`src/rtl/rdqf_pkg.sv`:
```
/*
  Package for the receive descriptor queue fetch block: register offsets,
  descriptor field layout, reset values and enumerations.
  Assumes an APB register port and an AHB-Lite master port, 32-bit data.
*/
package rdqf_pkg;

  // Register byte offsets on APB.
  localparam logic [7:0] OFS_QUEUE_BASE    = 8'h00;
  localparam logic [7:0] OFS_QUEUE_LENGTH  = 8'h04;
  localparam logic [7:0] OFS_CURRENT_PTR   = 8'h08;
  localparam logic [7:0] OFS_ENQUEUE_COUNT = 8'h0C;
  localparam logic [7:0] OFS_CONTROL       = 8'h10;
  localparam logic [7:0] OFS_STATUS        = 8'h14;

  // Second descriptor word layout.
  localparam int NO_FRAME_START_FLAG_BIT  = 31;
  localparam int TAG_LSB   = 16;
  localparam int TAG_MSB   = 30;
  localparam int LEN_LSB   = 0;
  localparam int LEN_MSB   = 15;

  // Enqueue write field width, and count, address and length reset values.
  localparam int          ENQ_ADD_W   = 8;
  localparam logic [15:0] COUNT_RST   = 16'h0000;
  localparam logic [31:0] ADDR_RST    = 32'h0000_0000;
  localparam logic [15:0] LENGTH_RST  = 16'h0000;

  // Bytes per descriptor and per word.
  localparam logic [31:0] DESC_BYTES  = 32'h0000_0008;
  localparam logic [31:0] WORD_BYTES  = 32'h0000_0004;

  // AHB encodings.
  localparam logic [1:0] HTRANS_IDLE   = 2'h0;
  localparam logic [1:0] HTRANS_NONSEQ = 2'h2;
  localparam logic [1:0] HTRANS_SEQ    = 2'h3;
  localparam logic [2:0] HBURST_INCR   = 3'h1;
  localparam logic [2:0] HSIZE_WORD    = 3'h2;

  typedef enum logic [1:0] {
    RDQF_DISP_NONE,
    RDQF_DISP_SKIP_ZERO,
    RDQF_DISP_SKIP_NO_FRAME_START_FLAG,
    RDQF_DISP_USED
  } rdqf_disp_e;

endpackage

```
`src/rtl/rdqf_desc_slot.sv`:
```
/*
  Local descriptor store: holds one fetched descriptor and hands it to
  the receive data path, deciding whether the buffer is used or dropped.
  Assumes the data path reports whether a frame is in progress.
*/
`timescale 1ns/10ps
module rdqf_desc_slot (
  // Clock and reset.
  input  wire logic        pclk,
  input  wire logic        presetn,
  // Load side.
  input  wire logic        load_valid,
  input  wire logic [31:0] load_addr,
  input  wire logic [31:0] load_ctrl,
  output logic             load_ready,
  // Data path side.
  input  wire logic        frame_in_progress,
  input  wire logic        buf_take,
  output logic             buf_valid,
  output logic [31:0]      buf_addr,
  output logic [15:0]      buf_byte_length,
  output logic [14:0]      buf_tag,
  output logic             buf_no_frame_start,
  output rdqf_pkg::rdqf_disp_e last_disp
);

  logic        full_q;
  logic [31:0] addr_q;
  logic [31:0] ctrl_q;
  logic        zero_len;
  logic        no_frame_start_flag_drop;

  assign zero_len  = (ctrl_q[rdqf_pkg::LEN_MSB:rdqf_pkg::LEN_LSB] == 16'h0000);
  assign no_frame_start_flag_drop = ctrl_q[rdqf_pkg::NO_FRAME_START_FLAG_BIT] && !frame_in_progress;
  // Dropped buffers never reach the data path, so no status can be posted.
  assign buf_valid          = full_q && !zero_len && !no_frame_start_flag_drop;
  assign buf_addr           = addr_q;
  assign buf_byte_length    = ctrl_q[rdqf_pkg::LEN_MSB:rdqf_pkg::LEN_LSB];
  assign buf_tag            = ctrl_q[rdqf_pkg::TAG_MSB:rdqf_pkg::TAG_LSB];
  assign buf_no_frame_start = ctrl_q[rdqf_pkg::NO_FRAME_START_FLAG_BIT];
  assign load_ready         = !full_q;

  always_ff @(posedge pclk or negedge presetn) begin
    if (!presetn) begin
      full_q <= 1'b0;
      addr_q <= 32'h0000_0000;
      ctrl_q <= 32'h0000_0000;
    end else if (load_valid && !full_q) begin
      full_q <= 1'b1;
      addr_q <= load_addr;
      ctrl_q <= load_ctrl;
    end else if (full_q && (zero_len || no_frame_start_flag_drop || buf_take)) begin
      full_q <= 1'b0;
    end
  end

  always_ff @(posedge pclk or negedge presetn) begin
    if (!presetn) begin
      last_disp <= rdqf_pkg::RDQF_DISP_NONE;
    end else if (full_q && zero_len) begin
      last_disp <= rdqf_pkg::RDQF_DISP_SKIP_ZERO;
    end else if (full_q && no_frame_start_flag_drop) begin
      last_disp <= rdqf_pkg::RDQF_DISP_SKIP_NO_FRAME_START_FLAG;
    end else if (full_q && buf_take) begin
      last_disp <= rdqf_pkg::RDQF_DISP_USED;
    end
  end

endmodule

```
`src/rtl/rdqf_fetch.sv`:
```
/*
  Receive descriptor queue fetch engine: APB registers, AHB master that
  burst-reads two-word descriptors, and the available-descriptor count.
  Assumes a single-layer AHB-Lite bus with OKAY responses and a data path
  that consumes buffers and writes status only after its data is written.
*/
// Register access over APB and the register offsets were left to the implementer.
// Notes on behaviour
// - Block masters AHB itself for descriptor reads.
// - Descriptor and status queues live in host memory.
// - Descriptors fetched with two-beat INCR bursts.
// - Word one is buffer address pointer.
// - Word two: flag bit31, tag, length.
// - Length is maximum bytes for the buffer.
// - Zero-length descriptors skipped without status.
// - Buffer tag kept and carried to status.
// - Flagged buffer only continues a frame.
// - Enqueue write adds to the available total.
// - Each fetch subtracts one from the total.
// - Enqueue read returns unfetched valid total.
// - Status written only after data completes.
`timescale 1ns/10ps
module rdqf_fetch (
  // APB clock, reset and register port.
  input  wire logic        pclk,
  input  wire logic        presetn,
  input  wire logic        psel,
  input  wire logic        penable,
  input  wire logic        pwrite,
  input  wire logic [7:0]  paddr,
  input  wire logic [31:0] pwdata,
  output logic [31:0]      prdata,
  output logic             pready,
  output logic             pslverr,
  // AHB master port.
  output logic [31:0]      haddr,
  output logic [1:0]       htrans,
  output logic [2:0]       hburst,
  output logic [2:0]       hsize,
  output logic             hwrite,
  output logic [31:0]      hwdata,
  input  wire logic [31:0] hrdata,
  input  wire logic        hready,
  input  wire logic        hresp,
  // Receive data path.
  input  wire logic        frame_in_progress,
  input  wire logic        buf_take,
  output logic             buf_valid,
  output logic [31:0]      buf_addr,
  output logic [15:0]      buf_byte_length,
  output logic [14:0]      buf_tag,
  output logic             buf_no_frame_start
);

  typedef enum logic [1:0] {
    RDQF_IDLE,
    RDQF_ADDR0,
    RDQF_ADDR1,
    RDQF_DATA1
  } rdqf_state_e;

  rdqf_state_e state_q;
  logic [31:0] base_q;
  logic [15:0] length_q;
  logic [31:0] cur_q;
  logic [15:0] count_q;
  logic        enable_q;
  logic        err_q;
  logic [31:0] word0_q;
  logic        load_valid;
  logic        load_ready;
  logic        fetch_done;
  logic        apb_wr;
  logic        enq_wr;
  logic        addr_ok;
  logic [31:0] last_slot;
  rdqf_pkg::rdqf_disp_e last_disp;

  function automatic logic is_reg(input logic [7:0] a);
    is_reg = (a == rdqf_pkg::OFS_QUEUE_BASE) || (a == rdqf_pkg::OFS_QUEUE_LENGTH) ||
             (a == rdqf_pkg::OFS_CURRENT_PTR) || (a == rdqf_pkg::OFS_ENQUEUE_COUNT) ||
             (a == rdqf_pkg::OFS_CONTROL) || (a == rdqf_pkg::OFS_STATUS);
  endfunction

  assign addr_ok = is_reg(paddr);
  assign pready  = 1'b1;
  assign pslverr = psel && penable && !addr_ok;
  assign apb_wr  = psel && penable && pwrite && addr_ok;
  assign enq_wr  = apb_wr && (paddr == rdqf_pkg::OFS_ENQUEUE_COUNT);

  // Address of the final descriptor slot; a length that is a multiple of 8 bytes keeps this exact.
  assign last_slot = base_q + {16'h0000, length_q} - rdqf_pkg::DESC_BYTES;

  assign fetch_done = (state_q == RDQF_DATA1) && hready;
  assign load_valid = fetch_done;

  always_ff @(posedge pclk or negedge presetn) begin
    if (!presetn) begin
      base_q   <= rdqf_pkg::ADDR_RST;
      length_q <= rdqf_pkg::LENGTH_RST;
      enable_q <= 1'b0;
    end else if (apb_wr) begin
      unique case (paddr)
        rdqf_pkg::OFS_QUEUE_BASE:   base_q   <= {pwdata[31:2], 2'b00};
        rdqf_pkg::OFS_QUEUE_LENGTH: length_q <= pwdata[15:0];
        rdqf_pkg::OFS_CONTROL:      enable_q <= pwdata[0];
        default: ;
      endcase
    end
  end

  // Current pointer: host sets it, fetches advance and wrap it.
  always_ff @(posedge pclk or negedge presetn) begin
    if (!presetn) begin
      cur_q <= rdqf_pkg::ADDR_RST;
    end else if (fetch_done) begin
      if (cur_q == last_slot) begin
        cur_q <= base_q;
      end else begin
        cur_q <= cur_q + rdqf_pkg::DESC_BYTES;
      end
    end else if (apb_wr && paddr == rdqf_pkg::OFS_CURRENT_PTR) begin
      cur_q <= {pwdata[31:2], 2'b00};
    end
  end

  // Count takes the add and the fetch in the same cycle, so neither is lost.
  always_ff @(posedge pclk or negedge presetn) begin
    if (!presetn) begin
      count_q <= rdqf_pkg::COUNT_RST;
    end else begin
      count_q <= count_q + (enq_wr ? {8'h00, pwdata[rdqf_pkg::ENQ_ADD_W-1:0]} : 16'h0000)
                         - (fetch_done ? 16'h0001 : 16'h0000);
    end
  end

  always_ff @(posedge pclk or negedge presetn) begin
    if (!presetn) begin
      err_q <= 1'b0;
    end else if (hresp && state_q != RDQF_IDLE) begin
      err_q <= 1'b1;
    end else if (apb_wr && paddr == rdqf_pkg::OFS_STATUS && pwdata[0]) begin
      err_q <= 1'b0;
    end
  end

  always_comb begin
    prdata = 32'h0000_0000;
    unique case (paddr)
      rdqf_pkg::OFS_QUEUE_BASE:    prdata = base_q;
      rdqf_pkg::OFS_QUEUE_LENGTH:  prdata = {16'h0000, length_q};
      rdqf_pkg::OFS_CURRENT_PTR:   prdata = cur_q;
      rdqf_pkg::OFS_ENQUEUE_COUNT: prdata = {16'h0000, count_q};
      rdqf_pkg::OFS_CONTROL:       prdata = {31'h0, enable_q};
      rdqf_pkg::OFS_STATUS:        prdata = {27'h0, buf_valid, (state_q != RDQF_IDLE), last_disp, err_q};
      default:                     prdata = 32'h0000_0000;
    endcase
  end

  // Two-beat burst: address phase of beat 1 overlaps data phase of beat 0.
  always_ff @(posedge pclk or negedge presetn) begin
    if (!presetn) begin
      state_q <= RDQF_IDLE;
    end else begin
      unique case (state_q)
        RDQF_IDLE:  if (enable_q && count_q != 16'h0000 && load_ready && !err_q) state_q <= RDQF_ADDR0;
        RDQF_ADDR0: if (hready) state_q <= RDQF_ADDR1;
        RDQF_ADDR1: if (hready) state_q <= RDQF_DATA1;
        RDQF_DATA1: if (hready) state_q <= RDQF_IDLE;
      endcase
    end
  end

  always_ff @(posedge pclk or negedge presetn) begin
    if (!presetn) begin
      word0_q <= 32'h0000_0000;
    end else if (state_q == RDQF_ADDR1 && hready) begin
      word0_q <= hrdata;
    end
  end

  always_comb begin
    haddr  = cur_q;
    htrans = rdqf_pkg::HTRANS_IDLE;
    unique case (state_q)
      RDQF_ADDR0: htrans = rdqf_pkg::HTRANS_NONSEQ;
      RDQF_ADDR1: begin
        htrans = rdqf_pkg::HTRANS_SEQ;
        haddr  = cur_q + rdqf_pkg::WORD_BYTES;
      end
      default: ;
    endcase
  end

  assign hburst = rdqf_pkg::HBURST_INCR;
  assign hsize  = rdqf_pkg::HSIZE_WORD;
  assign hwrite = 1'b0;
  assign hwdata = 32'h0000_0000;

  rdqf_desc_slot u_slot (
    .pclk               (pclk),
    .presetn            (presetn),
    .load_valid         (load_valid),
    .load_addr          (word0_q),
    .load_ctrl          (hrdata),
    .load_ready         (load_ready),
    .frame_in_progress  (frame_in_progress),
    .buf_take           (buf_take),
    .buf_valid          (buf_valid),
    .buf_addr           (buf_addr),
    .buf_byte_length    (buf_byte_length),
    .buf_tag            (buf_tag),
    .buf_no_frame_start (buf_no_frame_start),
    .last_disp          (last_disp)
  );

endmodule

```
`config.mk`:
```
export PLATFORM = sky130hd
export DESIGN_NAME = rdqf_fetch
export DESIGN_NICKNAME = d
export VERILOG_FILES = /design/src/rtl/rdqf_pkg.sv /design/src/rtl/rdqf_desc_slot.sv /design/src/rtl/rdqf_fetch.sv
export SDC_FILE = /design/constraint.sdc
export NUM_CORES = 1
export LEC_CHECK = 0
export BUFFER_PORTS_ARGS = -buffer_cell sky130_fd_sc_hd__buf_2
export CELL_PAD_IN_SITES_DETAIL_PLACEMENT = 1
export CELL_PAD_IN_SITES_GLOBAL_PLACEMENT = 1
export CORE_UTILIZATION = 39
export DETAILED_ROUTE_END_ITERATION = 10
export PLACE_DENSITY_LB_ADDON = 0.1
export SLEW_MARGIN = 20
export SYNTH_ARGS = -nofsm -noshare
export SYNTH_HDL_FRONTEND = slang
export SYNTH_SLANG_ARGS = --single-unit
```
`constraint.sdc`:
```
create_clock -name pclk -period 3.95 [get_ports pclk]
set_clock_uncertainty 0.1 [all_clocks]
set_input_delay 0.395 -clock pclk [delete_from_list [all_inputs] [get_ports pclk]]
set_output_delay 0.395 -clock pclk [all_outputs]
set_load 0.03 [all_outputs]
```
# Yosys cells after proc, flatten, opt, wreduce, memory -nomap -nowiden
# Cells that the tools add are included.
[classes] add_sub_neg=6 eq_ne=13 mux=20 n_reduce_logical=48
[op_table] cell="32-bit one-hot mux with 6 select lines" count=1
[op_table] cell="32-bit two-way mux" count=4
[op_table] cell="32-bit by 16-bit adder with 32-bit output" count=1
[op_table] cell="32-bit by 3-bit adder with 32-bit output (second input constant)" count=1
[op_table] cell="32-bit by 4-bit adder with 32-bit output (second input constant)" count=1
[op_table] cell="32-bit == test" count=1
[op_table] cell="32-bit by 4-bit subtractor with 32-bit output (second input constant)" count=1
[op_table] cell="1-bit logical AND" count=22
[op_table] cell="16-bit by 8-bit adder with 16-bit output" count=1
[op_table] cell="8-bit by 4-bit == test with 1-bit output (second input constant)" count=2
[op_table] cell="8-bit by 5-bit == test with 1-bit output (second input constant)" count=2
[op_table] cell="16-bit logical NOT" count=1
[op_table] cell="16-bit nonzero test" count=1
[op_table] cell="16-bit by 1-bit subtractor with 16-bit output" count=1
[op_table] cell="2-bit two-way mux" count=7
[op_table] cell="8-bit by 3-bit == test with 1-bit output (second input constant)" count=1
[op_table] cell="8-bit logical NOT" count=1
[op_table] cell="8-bit two-way mux" count=1
[op_table] cell="2-bit != test (second input constant)" count=4
[op_table] cell="2-bit one-hot mux with 4 select lines" count=1
[op_table] cell="2-bit nonzero test" count=4
[op_table] cell="1-bit logical OR" count=7
[op_table] cell="1-bit logical NOT" count=6
[op_table] cell="2-bit AND reduction" count=3
[op_table] cell="7 further kinds" count=12
[word_totals] regBits=197 out_inout_bits=172 word_cells=99

# Logic depth before layout (Yosys ltp)
# Gate-level depths: netlist of the first run.
[depth] depth_word=11 depth_mapped=20 ltp_nobuf=19

# Cells and area by module
# From an unflattened synthesis of the first run, not the netlist that was laid out.
[unflattened] cells_unflattened=1498 hier_area_um2=14005.9
[by_module_without_submodules] module="rdqf_fetch" n_inst=1 cells_per_inst=1344 area_per_inst_um2=11248.3
[by_module_without_submodules] module="rdqf_desc_slot" n_inst=1 cells_per_inst=154 area_per_inst_um2=2757.6

# Worst setup path after synthesis of the first run
# Ideal clock, no wire load.
[synth_timing] path_type="input to register" start="input port paddr[4]" end="register count_q[15]" setup_ns=0.079 arrival_ns=4.247 required_ns=3.771 setup_slack_ns=-0.476 stages=18 path_buffers=1 path_cell_list="clkbuf_1 > nor2b_1 > nand3_1 > nor3_1 > nand2_1 > ha_1 > inv_1 > ha_1 > a21o_1 > a21oi_1 > o21ai_0 > a31o_2 > a211o_1 > o41ai_1 > o21ai_0 > a21o_1 > a21oi_1 > xor2_1"
[synth_between] elab_chain_len=11 word_cells_on_any_way=16
[synth_lines] element="start: declaration" line_no="rdqf_fetch.sv:30" text="input wire logic [7:0] paddr,"
[synth_lines] element="8-bit by 3-bit == test with 1-bit output / 8-bit logical NOT (equally long branches)" line_no="rdqf_fetch.sv:80" text="is_reg = (a == rdqf_pkg::OFS_QUEUE_BASE) || (a == rdqf_pkg::OFS_QUEUE_LENGTH) ||"
[synth_lines] element="1-bit logical OR (2 in series)" line_no="rdqf_fetch.sv:80"
[synth_lines] element="1-bit logical OR (2 in series)" line_no="rdqf_fetch.sv:81" text="(a == rdqf_pkg::OFS_CURRENT_PTR) || (a == rdqf_pkg::OFS_ENQUEUE_COUNT) ||"
[synth_lines] element="1-bit logical OR" line_no="rdqf_fetch.sv:82" text="(a == rdqf_pkg::OFS_CONTROL) || (a == rdqf_pkg::OFS_STATUS);"
[synth_lines] element="1-bit logical AND" line_no="rdqf_fetch.sv:88" text="assign apb_wr = psel && penable && pwrite && addr_ok;"
[synth_lines] element="1-bit logical AND (*)" line_no="rdqf_fetch.sv:89" text="assign enq_wr = apb_wr && (paddr == rdqf_pkg::OFS_ENQUEUE_COUNT);"
[synth_lines] element="8-bit two-way mux (*)" line_no="rdqf_fetch.sv:132" text="count_q <= count_q + (enq_wr ? {8'h00, pwdata[rdqf_pkg::ENQ_ADD_W-1:0]} : 16'h0000)"
[synth_lines] element="16-bit by 8-bit adder with 16-bit output (*)" line_no="rdqf_fetch.sv:132"
[synth_lines] element="16-bit by 1-bit subtractor with 16-bit output (*)" line_no="rdqf_fetch.sv:133" text="- (fetch_done ? 16'h0001 : 16'h0000);"
[synth_lines] element="end signal: assignment" line_no="rdqf_fetch.sv:130" text="count_q <= rdqf_pkg::COUNT_RST;"
[synth_lines] element="end signal: assignment" line_no="rdqf_fetch.sv:132"
[synth_lines] element="end: declaration" line_no="rdqf_fetch.sv:66" text="logic [15:0] count_q;"
# Every way passes the cells marked *; elsewhere a longest branch is shown, timed or not.
# A chain may end at the register's enable or synchronous reset.

# Worst setup path after layout of the first run
[layout_timing] start="register base_q[24]" end="register cur_q[29]"
[layout_between] elab_chain_len=5
[layout_lines] element="start: declaration" line_no="rdqf_fetch.sv:63" text="logic [31:0] base_q;"
[layout_lines] element="start signal: assignment" line_no="rdqf_fetch.sv:99" text="base_q <= rdqf_pkg::ADDR_RST;"
[layout_lines] element="start signal: assignment" line_no="rdqf_fetch.sv:104" text="rdqf_pkg::OFS_QUEUE_BASE: base_q <= {pwdata[31:2], 2'b00};"
[layout_lines] element="32-bit by 16-bit adder with 32-bit output" line_no="rdqf_fetch.sv:92" text="assign last_slot = base_q + {16'h0000, length_q} - rdqf_pkg::DESC_BYTES;"
[layout_lines] element="32-bit by 4-bit subtractor with 32-bit output" line_no="rdqf_fetch.sv:92"
[layout_lines] element="32-bit == test" line_no="rdqf_fetch.sv:117" text="if (cur_q == last_slot) begin"
[layout_lines] element="32-bit two-way mux" line_no="rdqf_fetch.sv:117"
[layout_lines] element="32-bit two-way mux" line_no="rdqf_fetch.sv:116" text="end else if (fetch_done) begin"
[layout_lines] element="end signal: assignment" line_no="rdqf_fetch.sv:115" text="cur_q <= rdqf_pkg::ADDR_RST;"
[layout_lines] element="end signal: assignment" line_no="rdqf_fetch.sv:118" text="cur_q <= base_q;"
[layout_lines] element="end signal: assignment" line_no="rdqf_fetch.sv:120" text="cur_q <= cur_q + rdqf_pkg::DESC_BYTES;"
[layout_lines] element="end: declaration" line_no="rdqf_fetch.sv:65" text="logic [31:0] cur_q;"
# Every way passes these cells.

==> metrics, run 1 <==
Tot Pwr 11.5 mW; Synth Area in XOR/XNOR 0.0684; final setup TNS -0.527 ns; Worst Hold Slack 0.0618 ns; post-synthesis compound-gate area fraction 0.130; static leakage roughly 8.2 nW; Tmin final roughly 4.0 ns; vias in the first global route ~13000; max cap viols 0; CP startpoint kind flip-flop; Die H 189 um; DRT antenna net count 0; endpoints failing hold 0; clock root cell clkbuf_16; cell count after synthesis approximately 1500; Max IR drop VDD 0.460 mV; Clock Latency Late Sink approximately 0.47 ns; setup violators final 17; fmax 0.248 GHz; Largest stage delay, worst path 0.57 ns; clk slew on worst S/H paths about 0.08 ns; drt pass-1 iters 5; Slew Viols, Final 0; cell area after synthesis 0.0137 mm2; die width 189 um; core area 0.0345 mm2; Synth warnings 0; CTS tree built; Iter 0 DRT Violations 637; data required time of the critical path 4.23 ns; CP cell instances inv_1 -> ha_2 -> nand2_1 -> o21ai_4 -> nor3b_1 -> a222oi_1 -> o2111ai_1 -> or4_4 -> nor4_4 -> nand4_4 -> buf_12 -> buf_12 -> mux2_2 -> a221oi_2; total grt overflow 0; layout cells sized above 1 0.343; RSZ-0062 raised after global routing yes; CP max FO 7; final core utilization 0.494; EDFF count, synth 0; syn avg cell area 9.25 um2; largest net degree at the start of global routing 93; WL/cell 21.2 um; H-tree depth 4; via count 11973; outcome finished, violations left; largest family of logic cells by synthesized area simple AND/OR/NAND/NOR gates; fin crit share 1.02; worst rel slew slack 0.373; worst setup margin -0.0800 ns; min-delay worst type in -> reg; Layout fillers 4013; CP arrival 4.31 ns; filler-free cell count of the finished design 2211; number of synthesized register bits 195; PwrDens 676 mW/mm2; Hold Path Depth 3; port bufs 210; Top FF cell, synth dfrtp_1; CTS max path bufs 2; ys async rst share 1.00; Post-Place Worst Slack -0.254 ns; simple-gate share of the synthesized area 0.146; post-synthesis cell type count 77; DIE AREA 0.0359 mm2; initial antenna violation count 4; CTS Buf Count 17; initial core utilization 0.396; global-route wire length before repair 71900 um; gpl congestion 0.897; Tot GR Track Use 0.260; clk sink count 195; Synth Area in Adders 0.0715; Final Instance Area 0.0171 mm2; P&R area growth vs syn 24.6%; placed cell count 2161; failing checks negative setup slack; actual slew at the worst max-slew pin 0.941 ns; Via density 5.42; io pins 253; Rows 68; Total Wirelength 46900 um; sequential area share after synthesis 0.356; critical path capture point type flip-flop; Reg2Reg Depth 14; placed cell areas 0.0157 mm2; post-synthesis mux area share 0.143; Final #Nets 1899; hpwl dp between 30000 and 40000 um; Crit path top cell by count buf_12; Remaining DRCs 0; CP Class reg -> reg; slowest CP cell or4_4
final cells by class:
cell class | count | area (um2) | area share
Antenna cell | 3 | 7.51 | 0.000440
Clock buffer | 19 | 453 | 0.0265
Clock inverter | 12 | 138 | 0.00807
Inverter | 119 | 449 | 0.0263
Multi-Input combinational cell | 1073 | 8340 | 0.489
Sequential cell | 195 | 4880 | 0.286
Tap cell | 455 | 569 | 0.0334
Timing Repair Buffer | 335 | 2230 | 0.131
flip-flops by register name, summed over array words and instances (netlist names):
register          flops
enable_q              1
word0_q              32
length_q             16
err_q                 1
count_q              16
cur_q                30
state_q               2
u_slot.last_disp      2
u_slot.full_q         1
base_q               30
u_slot.buf_addr      32
u_slot.ctrl_q        32
placed cells by master, fill, tap and decap left out, drive strengths merged, types with 4 or more instances in the layout:
master	synthesis	layout
a211oi	17	17
a21boi	5	5
a21o	6	6
a21oi	53	53
a22o	27	27
and2	8	8
and3	28	28
and4	5	5
buf	73	329
clkbuf	61	23
clkinv	0	4
conb	2	42
dfrtp	195	195
ha	75	75
inv	119	125
mux2	136	136
mux2i	43	43
nand2	116	116
nand2b	4	4
nand3	38	38
nand4	24	24
nor2	89	89
nor2b	10	10
nor3	39	39
nor4	31	31
o21a	6	6
o21ai	88	88
o21bai	6	6
o22ai	19	19
xnor2	72	72
xor2	35	35
power by group:
group / switching [mW] / leakage, nW / internal [mW]
combinational: 3.69 / 5.60 / 2.50
clock: 0.903 / 0.292 / 0.928
sequential: 0.725 / 2.26 / 2.79
worst max-delay path, delay by kind of cell (launching register included):
kind                     cells  cell delay [ns]
AO/OA/AOI/OAI                4             0.94
adder cells (fa/ha/maj)      1             0.42
buffers and inverters        3             0.43
flip-flops                   1             0.50
multiplexers                 1             0.27
AND/OR/NAND/NOR              5             1.27
Yosys cell counts, types with 43 or more instances:
cell / count / share of area
a21oi_1: 47 / 0.017
buf_4: 46 / 0.025
clkbuf_1: 61 / 0.017
dfrtp_1: 195 / 0.36
ha_1: 75 / 0.069
inv_1: 119 / 0.033
mux2_2: 136 / 0.11
mux2i_1: 43 / 0.031
nand2_1: 116 / 0.032
nor2_1: 89 / 0.024
o21ai_0: 77 / 0.028
xnor2_1: 72 / 0.046
worst paths after layout:
kind / start / end / slack (ns)
max in group asynchronous: presetn / word0_q[1]$_DFFE_PN0P_ / 2.20
hold / removal: pwdata[17] / base_q[17]$_DFFE_PN0P_ / 0.06
hold reg to reg: u_slot.ctrl_q[17]$_DFFE_PN0P_ / u_slot.ctrl_q[17]$_DFFE_PN0P_ / 0.40
min in group asynchronous: presetn / count_q[12]$_DFF_PN0_ / 0.50
setup reg to reg: base_q[24]$_DFFE_PN0P_ / cur_q[29]$_DFFE_PN0P_ / -0.08
setup / recovery: base_q[24]$_DFFE_PN0P_ / cur_q[29]$_DFFE_PN0P_ / -0.08
what timing repair did:
action,4_1_cts,5_1_grt
endpoints found under the hold margin,90,0
endpoints found under the setup margin,30,32
buffers inserted,2,8
resized for setup,19,76
pin swaps,11,21
hold buffers,1,0
cloned,2,3
per-layer routing:
metal  vias up  global-route usage  part of all wire
li1       5602                   -                 -
met1      6033               0.329              0.44
met2       282               0.430              0.48
met3        52              0.0717             0.063
met4         4              0.0788             0.022
met5         -                   0           0.00053
cells by family after synthesis:
family | Yosys count
AO/OA/AOI/OAI | 264
XOR/XNOR | 107
adder cells (fa/ha/maj) | 77
buffers and inverters | 253
flip-flops | 195
multiplexers | 179
other | 2
AND/OR/NAND/NOR | 404
Power figures use the tool's default switching activity.
==> inputs of run 2 (changes only) <==
Settings changed: TNS_END_PERCENT set to 20.
==> run 2 against run 1 <==
  * The run still ends with negative setup slack left
  * Flip-flop and latch count unchanged
  * Via count about the same
  * Clock power about the same
  * First-iteration DRC count down 1.7%
  * Hold slack better by 0.0019 ns
  * Non-clock buffer count down 3
  * Worst setup slack better by 0.020 ns
  * Count of clock-buffer cells in the layout unchanged
  * Sequential share of layout area up 0.28 points
  * Critical path depth up 3
  * Critical path type unchanged
  * Highest routed layer unchanged
==> metrics, run 2 (same netlist as run 1, synthesis figures left out) <==
RSZ-0062 raised after global routing yes; commonest non-fill, non-tap cell in the layout buf_2; Max IR drop VDD 0.460 mV (about the same); Die H 189 um (unchanged); fmax 0.249 GHz (+0.51%); CTS Buf Count 17 (unchanged); min-delay worst type in -> reg; setup violators final 10 (-7); core area 0.0345 mm2 (unchanged); Tot GR Track Use 0.260 (unchanged); vias in the first global route 12747 (unchanged); Total Wirelength 46600 um (-0.53%); Iter 0 DRT Violations 626 (-1.7%); clk slew on worst S/H paths 0.09 ns (about the same); CTS max path bufs 2 (unchanged); CTS tree built; filler-free cell count of the finished design 2207 (-0.18%); multi-input logic area 0.00823 mm2 (-1.3%); CP bufs+invs 5 (+2); drt pass-1 iters 7 (+2); Tmin final 4.01 ns (-0.0203 ns); worst setup margin -0.0596 ns (+0.0203 ns); Remaining DRCs 0 (unchanged); outcome finished, violations left; hpwl dp 34700 um (unchanged); total grt overflow 0 (unchanged); slowest CP cell fa_2; io pins 253 (unchanged); global-route wire length before repair 71900 um (unchanged); placed cell count 2161 (unchanged); max cap viols 0 (unchanged); Clock Latency Late Sink 0.46 ns (about the same); Post-Place Worst Slack -0.254 ns (unchanged); fin crit share 1.02 (-0.00515); CP max FO 7 (unchanged); H-tree depth 4 (unchanged); met2 wire length 22200 um (-0.65%); critical path capture point type flip-flop; DIE AREA 0.0359 mm2 (unchanged); gpl congestion 0.897 (unchanged); Via density 5.42 (+0.11%); static leakage 8.07 nW (-1.0%); Layout fillers 4032 (+0.47%); clock root cell clkbuf_16; largest net degree at the start of global routing 93 (unchanged); layout cells sized above 1 0.335 (-0.00798); DRT antenna net count 0 (unchanged); PwrDens 678 mW/mm2 (+0.38%); via count 11965 (-0.067%); P&R area growth vs syn 23.4%; CP arrival 4.28 ns (-0.03 ns); die width 189 um (unchanged); Max Used Layer met5; CP Class reg -> reg; initial core utilization 0.396 (unchanged); port bufs 210 (unchanged); data required time of the critical path 4.22 ns (about the same); CP cell instances inv_2 -> ha_4 -> inv_4 -> ha_4 -> inv_2 -> fa_2 -> xor2_1 -> nand4_1 -> and4b_1 -> nand4_1 -> or4_4 -> nor4_4 -> nand4_4 -> buf_12 -> buf_12 -> mux2_2 -> a221oi_2; CP startpoint kind flip-flop; most frequent cells in the layout buf_2, dfrtp_1, mux2_2, nand2_1, inv_1; initial antenna violation count 4 (unchanged); clk sink count 195 (unchanged); endpoints failing hold 0 (unchanged); met3 wire length 2990 um (+1.4%); worst rel slew slack 0.417 (+0.0441); failing checks negative setup slack; actual slew at the worst max-slew pin 0.874 ns (-0.0662 ns); M1 WL 20400 um (-0.65%); FF/Latch Area 0.00488 mm2 (unchanged); largest delay contributor family on the critical path simple AND/OR/NAND/NOR gates; Slew Viols, Final 0 (unchanged); WL/cell 21.1 um (-0.35%); Rows 68 (unchanged); Largest stage delay, worst path 0.52 ns (-0.05 ns); Final #Nets 1896 (-0.16%)
run 2: cell types whose count changed in the layout (fill, tap and decap cells not counted), sizes merged:
cell    before  now
diode        3    2
buf        329  327
clkbuf      23   22
run 2: final timing paths:
path                       cells after the start                       endpoint                     startpoint  slack [ns]
hold reg to reg                                1  u_slot.ctrl_q[17]$_DFFE_PN0P_  u_slot.ctrl_q[17]$_DFFE_PN0P_        0.40
hold / removal                                 3         base_q[17]$_DFFE_PN0P_                     pwdata[17]        0.06
setup / recovery                              17          cur_q[29]$_DFFE_PN0P_          base_q[3]$_DFFE_PN0P_       -0.06
setup reg to reg                              17          cur_q[29]$_DFFE_PN0P_          base_q[3]$_DFFE_PN0P_       -0.06
max in group asynchronous                      3         word0_q[1]$_DFFE_PN0P_                        presetn        2.21
min in group asynchronous                      2          count_q[12]$_DFF_PN0_                        presetn        0.50
run 2: what timing repair did:
action	CTS	global route
cloned	2	2
buffers inserted	2	6
hold buffers	1	0
pin swaps	11	17
gates resized for setup	19	58
hold endpoints to repair	90	0
setup endpoints to repair	30	32
run 2: worst min-delay path, delay by kind of cell:
family	cells	cell delay [ns]
buffers and inverters	1	0.09
and+or+nand+nor	1	0.04
AOI/OAI and AO/OA	1	0.06
run 2: where the power goes:
| part | internal [mW] | switching (mW) |
|---|---|---|
| Sequential | 2.79 | 0.723 |
| Combinational | 2.48 | 3.64 |
| Clock | 0.928 | 0.900 |
| Total | 6.19 | 5.27 |
run 2: stage by stage:
step	TNS [ns]	area [um2]	total power [mW]	utilization	hold WS, ns
after CTS	-0.0173	16500	11.5	0.477	0.0473
after global routing	-2.08	16900	12.2	0.489	0.0601
after global placement	-2.36	15700	9.37	0.455	0.382
after floorplan	0	13900	7.61	-	-0.000591
final	-0.260	16900	11.5	0.489	0.0637
after detailed placement	-4.77	15700	9.55	0.455	0.388
run 2: cell type report:
class / instances / area share
timing repair buffer: 332 / 0.129
tap: 455 / 0.0337
multi-input combinational: 1073 / 0.487
inverter: 119 / 0.0266
clock buffer: 19 / 0.0268
clock inverter: 12 / 0.00814
sequential: 195 / 0.289
antenna: 2 / 0.000296
run 2: metal layers:
metal / vias to the layer above / track usage
met5: - / 0
met4: 4 / 0.0788
met3: 53 / 0.0717
met2: 309 / 0.430
met1: 5996 / 0.329
li1: 5603 / -
==> inputs of run 3 (changes only) <==
Settings changed: SYNTH_HIERARCHICAL set to 1.
==> run 3 against run 2 <==
  * The run now ends clean
  * Register-to-register slack gained 0.13 ns
  * Maximum frequency grew 3.3%
  * Global-route usage shrank 0.066 points
  * Count of clock-buffer cells in the layout is the same
  * Utilization shrank 2.7 points
  * Cell count shrank 1.6%
  * Largest power group unchanged
==> metrics, run 3 <==
Synth warnings 6 (+6); Die H 192 um (+1.1%); core area 0.0355 mm2 (+2.7%); Total Wirelength 47700 um (+2.2%); cell count after synthesis 1498 (+1.1%); Tot GR Track Use 0.260 (-0.000661); Layout fillers 4108 (+1.9%); port bufs 210 (unchanged); most frequent cells in the layout buf_2, dfrtp_1, nand2_1, inv_1, nor2_1; Via density 5.45 (+0.58%); Slew Viols, Final 0 (unchanged); data required time of the critical path 4.14 ns (-0.08 ns); worst setup margin 0.0701 ns (+0.130 ns); clk slew on worst S/H paths 0.08 ns (about the same); clock root cell clkbuf_16; cell area after synthesis 0.0140 mm2 (+2.3%); DRT antenna net count 0 (unchanged); R2R Path End cur_q[9]$_DFFE_PN0P_; CTS Buf Count 17 (unchanged); gpl congestion 0.932 (+3.9%); CTS tree built; Post-Place Worst Slack -0.0121 ns (+0.242 ns); Max IR drop VDD 0.456 mV (-0.81%); Reg2Reg Depth 17 (unchanged); hpwl dp 36100 um (+4.0%); commonest non-fill, non-tap cell in the layout buf_2; layout cells sized above 1 0.280 (-0.0550); Clock Latency Late Sink 0.46 ns (about the same); actual slew at the worst max-slew pin 1.06 ns (+0.183 ns); sequential area share after synthesis 0.348 (-0.00796); Synth area leaders dfrtp_1, ha_1, mux2_4; largest delay contributor family on the critical path compound AO/OA/AOI/OAI gates; min-delay worst type in -> reg; drt pass-1 iters 4 (-3); EDFF count, synth 0 (unchanged); total grt overflow 0 (unchanged); ys async rst share 1.00 (unchanged); Rows 69 (+1.5%); fmax 0.258 GHz (+3.3%); multi-input logic area 0.00819 mm2 (-0.43%); critical path capture point type flip-flop; outcome completed; CP max FO 9 (+2); WL/cell 22.0 um (+3.9%); P&R area growth vs syn 17.2%; endpoints failing hold 0 (unchanged); PwrDens 671 mW/mm2 (-1.1%); CP arrival 4.07 ns (-0.21 ns); CP cell instances inv_2 -> ha_4 -> inv_2 -> ha_2 -> inv_2 -> fa_2 -> nand2b_4 -> a211oi_4 -> o31ai_4 -> or4_1 -> o2111ai_1 -> a2111o_1 -> nor4_4 -> buf_4 -> clkbuf_4 -> a211oi_1 -> a221oi_2; CP Class reg -> reg; largest net degree at the start of global routing 86 (-7.5%); post-synthesis cell type count 73 (-5.2%); clk sink count 195 (unchanged); Post-synth top cells dfrtp_1, nand2_1, inv_1; Tmin final 3.88 ns (-0.130 ns); die width 192 um (+1.1%); FF/Latch Area 0.00488 mm2 (about the same); Top FF cell, synth dfrtp_1; syn avg cell area 9.35 um2 (+1.1%); number of synthesized register bits 195 (unchanged); CP bufs+invs 5 (unchanged); via count 11838 (-1.1%); Remaining DRCs 0 (unchanged); vias in the first global route 12509 (-1.9%); leading area contributor after synthesis dfrtp_1; Iter 0 DRT Violations 531 (-15%); max cap viols 0 (unchanged); H-tree depth 4 (unchanged); R2R setup slack 0.07 ns (+0.13 ns); CP startpoint kind flip-flop; final core utilization 0.462 (-0.0267); CTS max path bufs 2 (unchanged); static leakage 7.42 nW (-8.0%); DIE AREA 0.0367 mm2 (+2.3%); top-count cell post-synth dfrtp_1; initial core utilization 0.395 (-0.00168); setup violators final 0 (-10); global-route wire length before repair 72600 um (+1.0%); hold path endpoint base_q[18]$_DFFE_PN0P_; Final #Nets 1853 (-2.3%); Largest stage delay, worst path 0.54 ns (+0.02 ns); io pins 253 (unchanged); top cell type's share of synthesized area 0.348 (-0.00796); hold_sp pwdata[18]; initial antenna violation count 3 (-1); Crit path top cell by count inv_2; Tot Pwr 11.0 mW (-3.9%); Worst Hold Slack 0.0556 ns (-0.00810 ns); slowest CP cell or4_1; FF-to-FF Start length_q[3]$_DFFE_PN0P_; Hold Path Depth 3 (unchanged); worst rel slew slack 0.295 (-0.122); fin crit share 0.982 (-0.0328)
-- run 3: cell families (layout without fill, tap and decap cells) --
family / Yosys count / in the layout / share of synthesized area
AOI/OAI and AO/OA: 313 / 313 / 0.162
xor gates and xnor gates: 104 / 104 / 0.0650
adders and majority gates: 77 / 77 / 0.0699
buffers and inverters: 266 / 436 / 0.0898
DFF: 195 / 195 / 0.348
muxes: 156 / 156 / 0.134
other: 2 / 44 / 0.000536
and+or+nand+nor: 385 / 385 / 0.131
-- run 3: routing by layer --
layer / vias up / routed length [um] / track usage / share of wire
met3: 49 / 1660 / 0.0411 / 0.035
met2: 251 / 23400 / 0.444 / 0.49
li1: 5592 / - / - / -
met5: - / 23 / 0 / 0.00048
met1: 5942 / 21800 / 0.339 / 0.46
met4: 4 / 866 / 0.0668 / 0.018
-- run 3: timing repair --
| item | CTS | global route |
|---|---|---|
| cloned | 0 | 3 |
| endpoints found under the hold margin | 81 | 0 |
| gates resized for setup | 1 | 35 |
| hold buffers | 1 | 0 |
| endpoints found under the setup margin | 5 | 33 |
| buffers inserted | 0 | 6 |
| pin swaps | 0 | 10 |
-- run 3: worst register-to-register path: cells and delay by family, from the launching register on --
kind / cells / cell delay, ns
compound gates: 6 / 1.14
fa+ha+maj: 3 / 0.78
simple gates: 3 / 0.76
buf+inv: 5 / 0.53
flops: 1 / 0.39
-- run 3: worst max path at each step --
stage	startpoint	endpoint	slack, ns	cells after the start
floorplan	paddr[4]	count_q[14]$_DFF_PN0_	0.03	19
global route	length_q[3]$_DFFE_PN0P_	cur_q[10]$_DFFE_PN0P_	-0.03	18
global placement	length_q[3]$_DFFE_PN0P_	cur_q[6]$_DFFE_PN0P_	0.06	16
detailed placement	paddr[5]	count_q[15]$_DFF_PN0_	-0.01	18
CTS	length_q[3]$_DFFE_PN0P_	cur_q[5]$_DFFE_PN0P_	-0.02	16
finish	length_q[3]$_DFFE_PN0P_	cur_q[9]$_DFFE_PN0P_	0.07	17
-- run 3: through the flow --
stage	instances	TNS (ns)	instance area, um2
final	2171	0	16400
after global routing	2170	-0.383	16400
after CTS	2160	-0.0476	16200
after detailed placement	2127	-0.0121	15500
after global placement	2127	0	15500
after floorplan	1538	0	14200
-- run 3: final cells by class --
class | count | area share
Antenna cell | 2 | 0.000305
Timing Repair Buffer | 279 | 0.103
Inverter | 125 | 0.0286
Sequential cell | 195 | 0.297
Clock inverter | 13 | 0.00953
Multi-Input combinational cell | 1077 | 0.499
Clock buffer | 19 | 0.0270
Tap cell | 461 | 0.0351
-- run 3: power by group --
| part | switching [mW] | total (mW) | internal [mW] |
|---|---|---|---|
| sequential | 0.757 | 3.51 | 2.76 |
| combinational | 3.30 | 5.66 | 2.37 |
| clock | 0.958 | 1.83 | 0.874 |
| total | 5.01 | 11.0 | 6.00 |
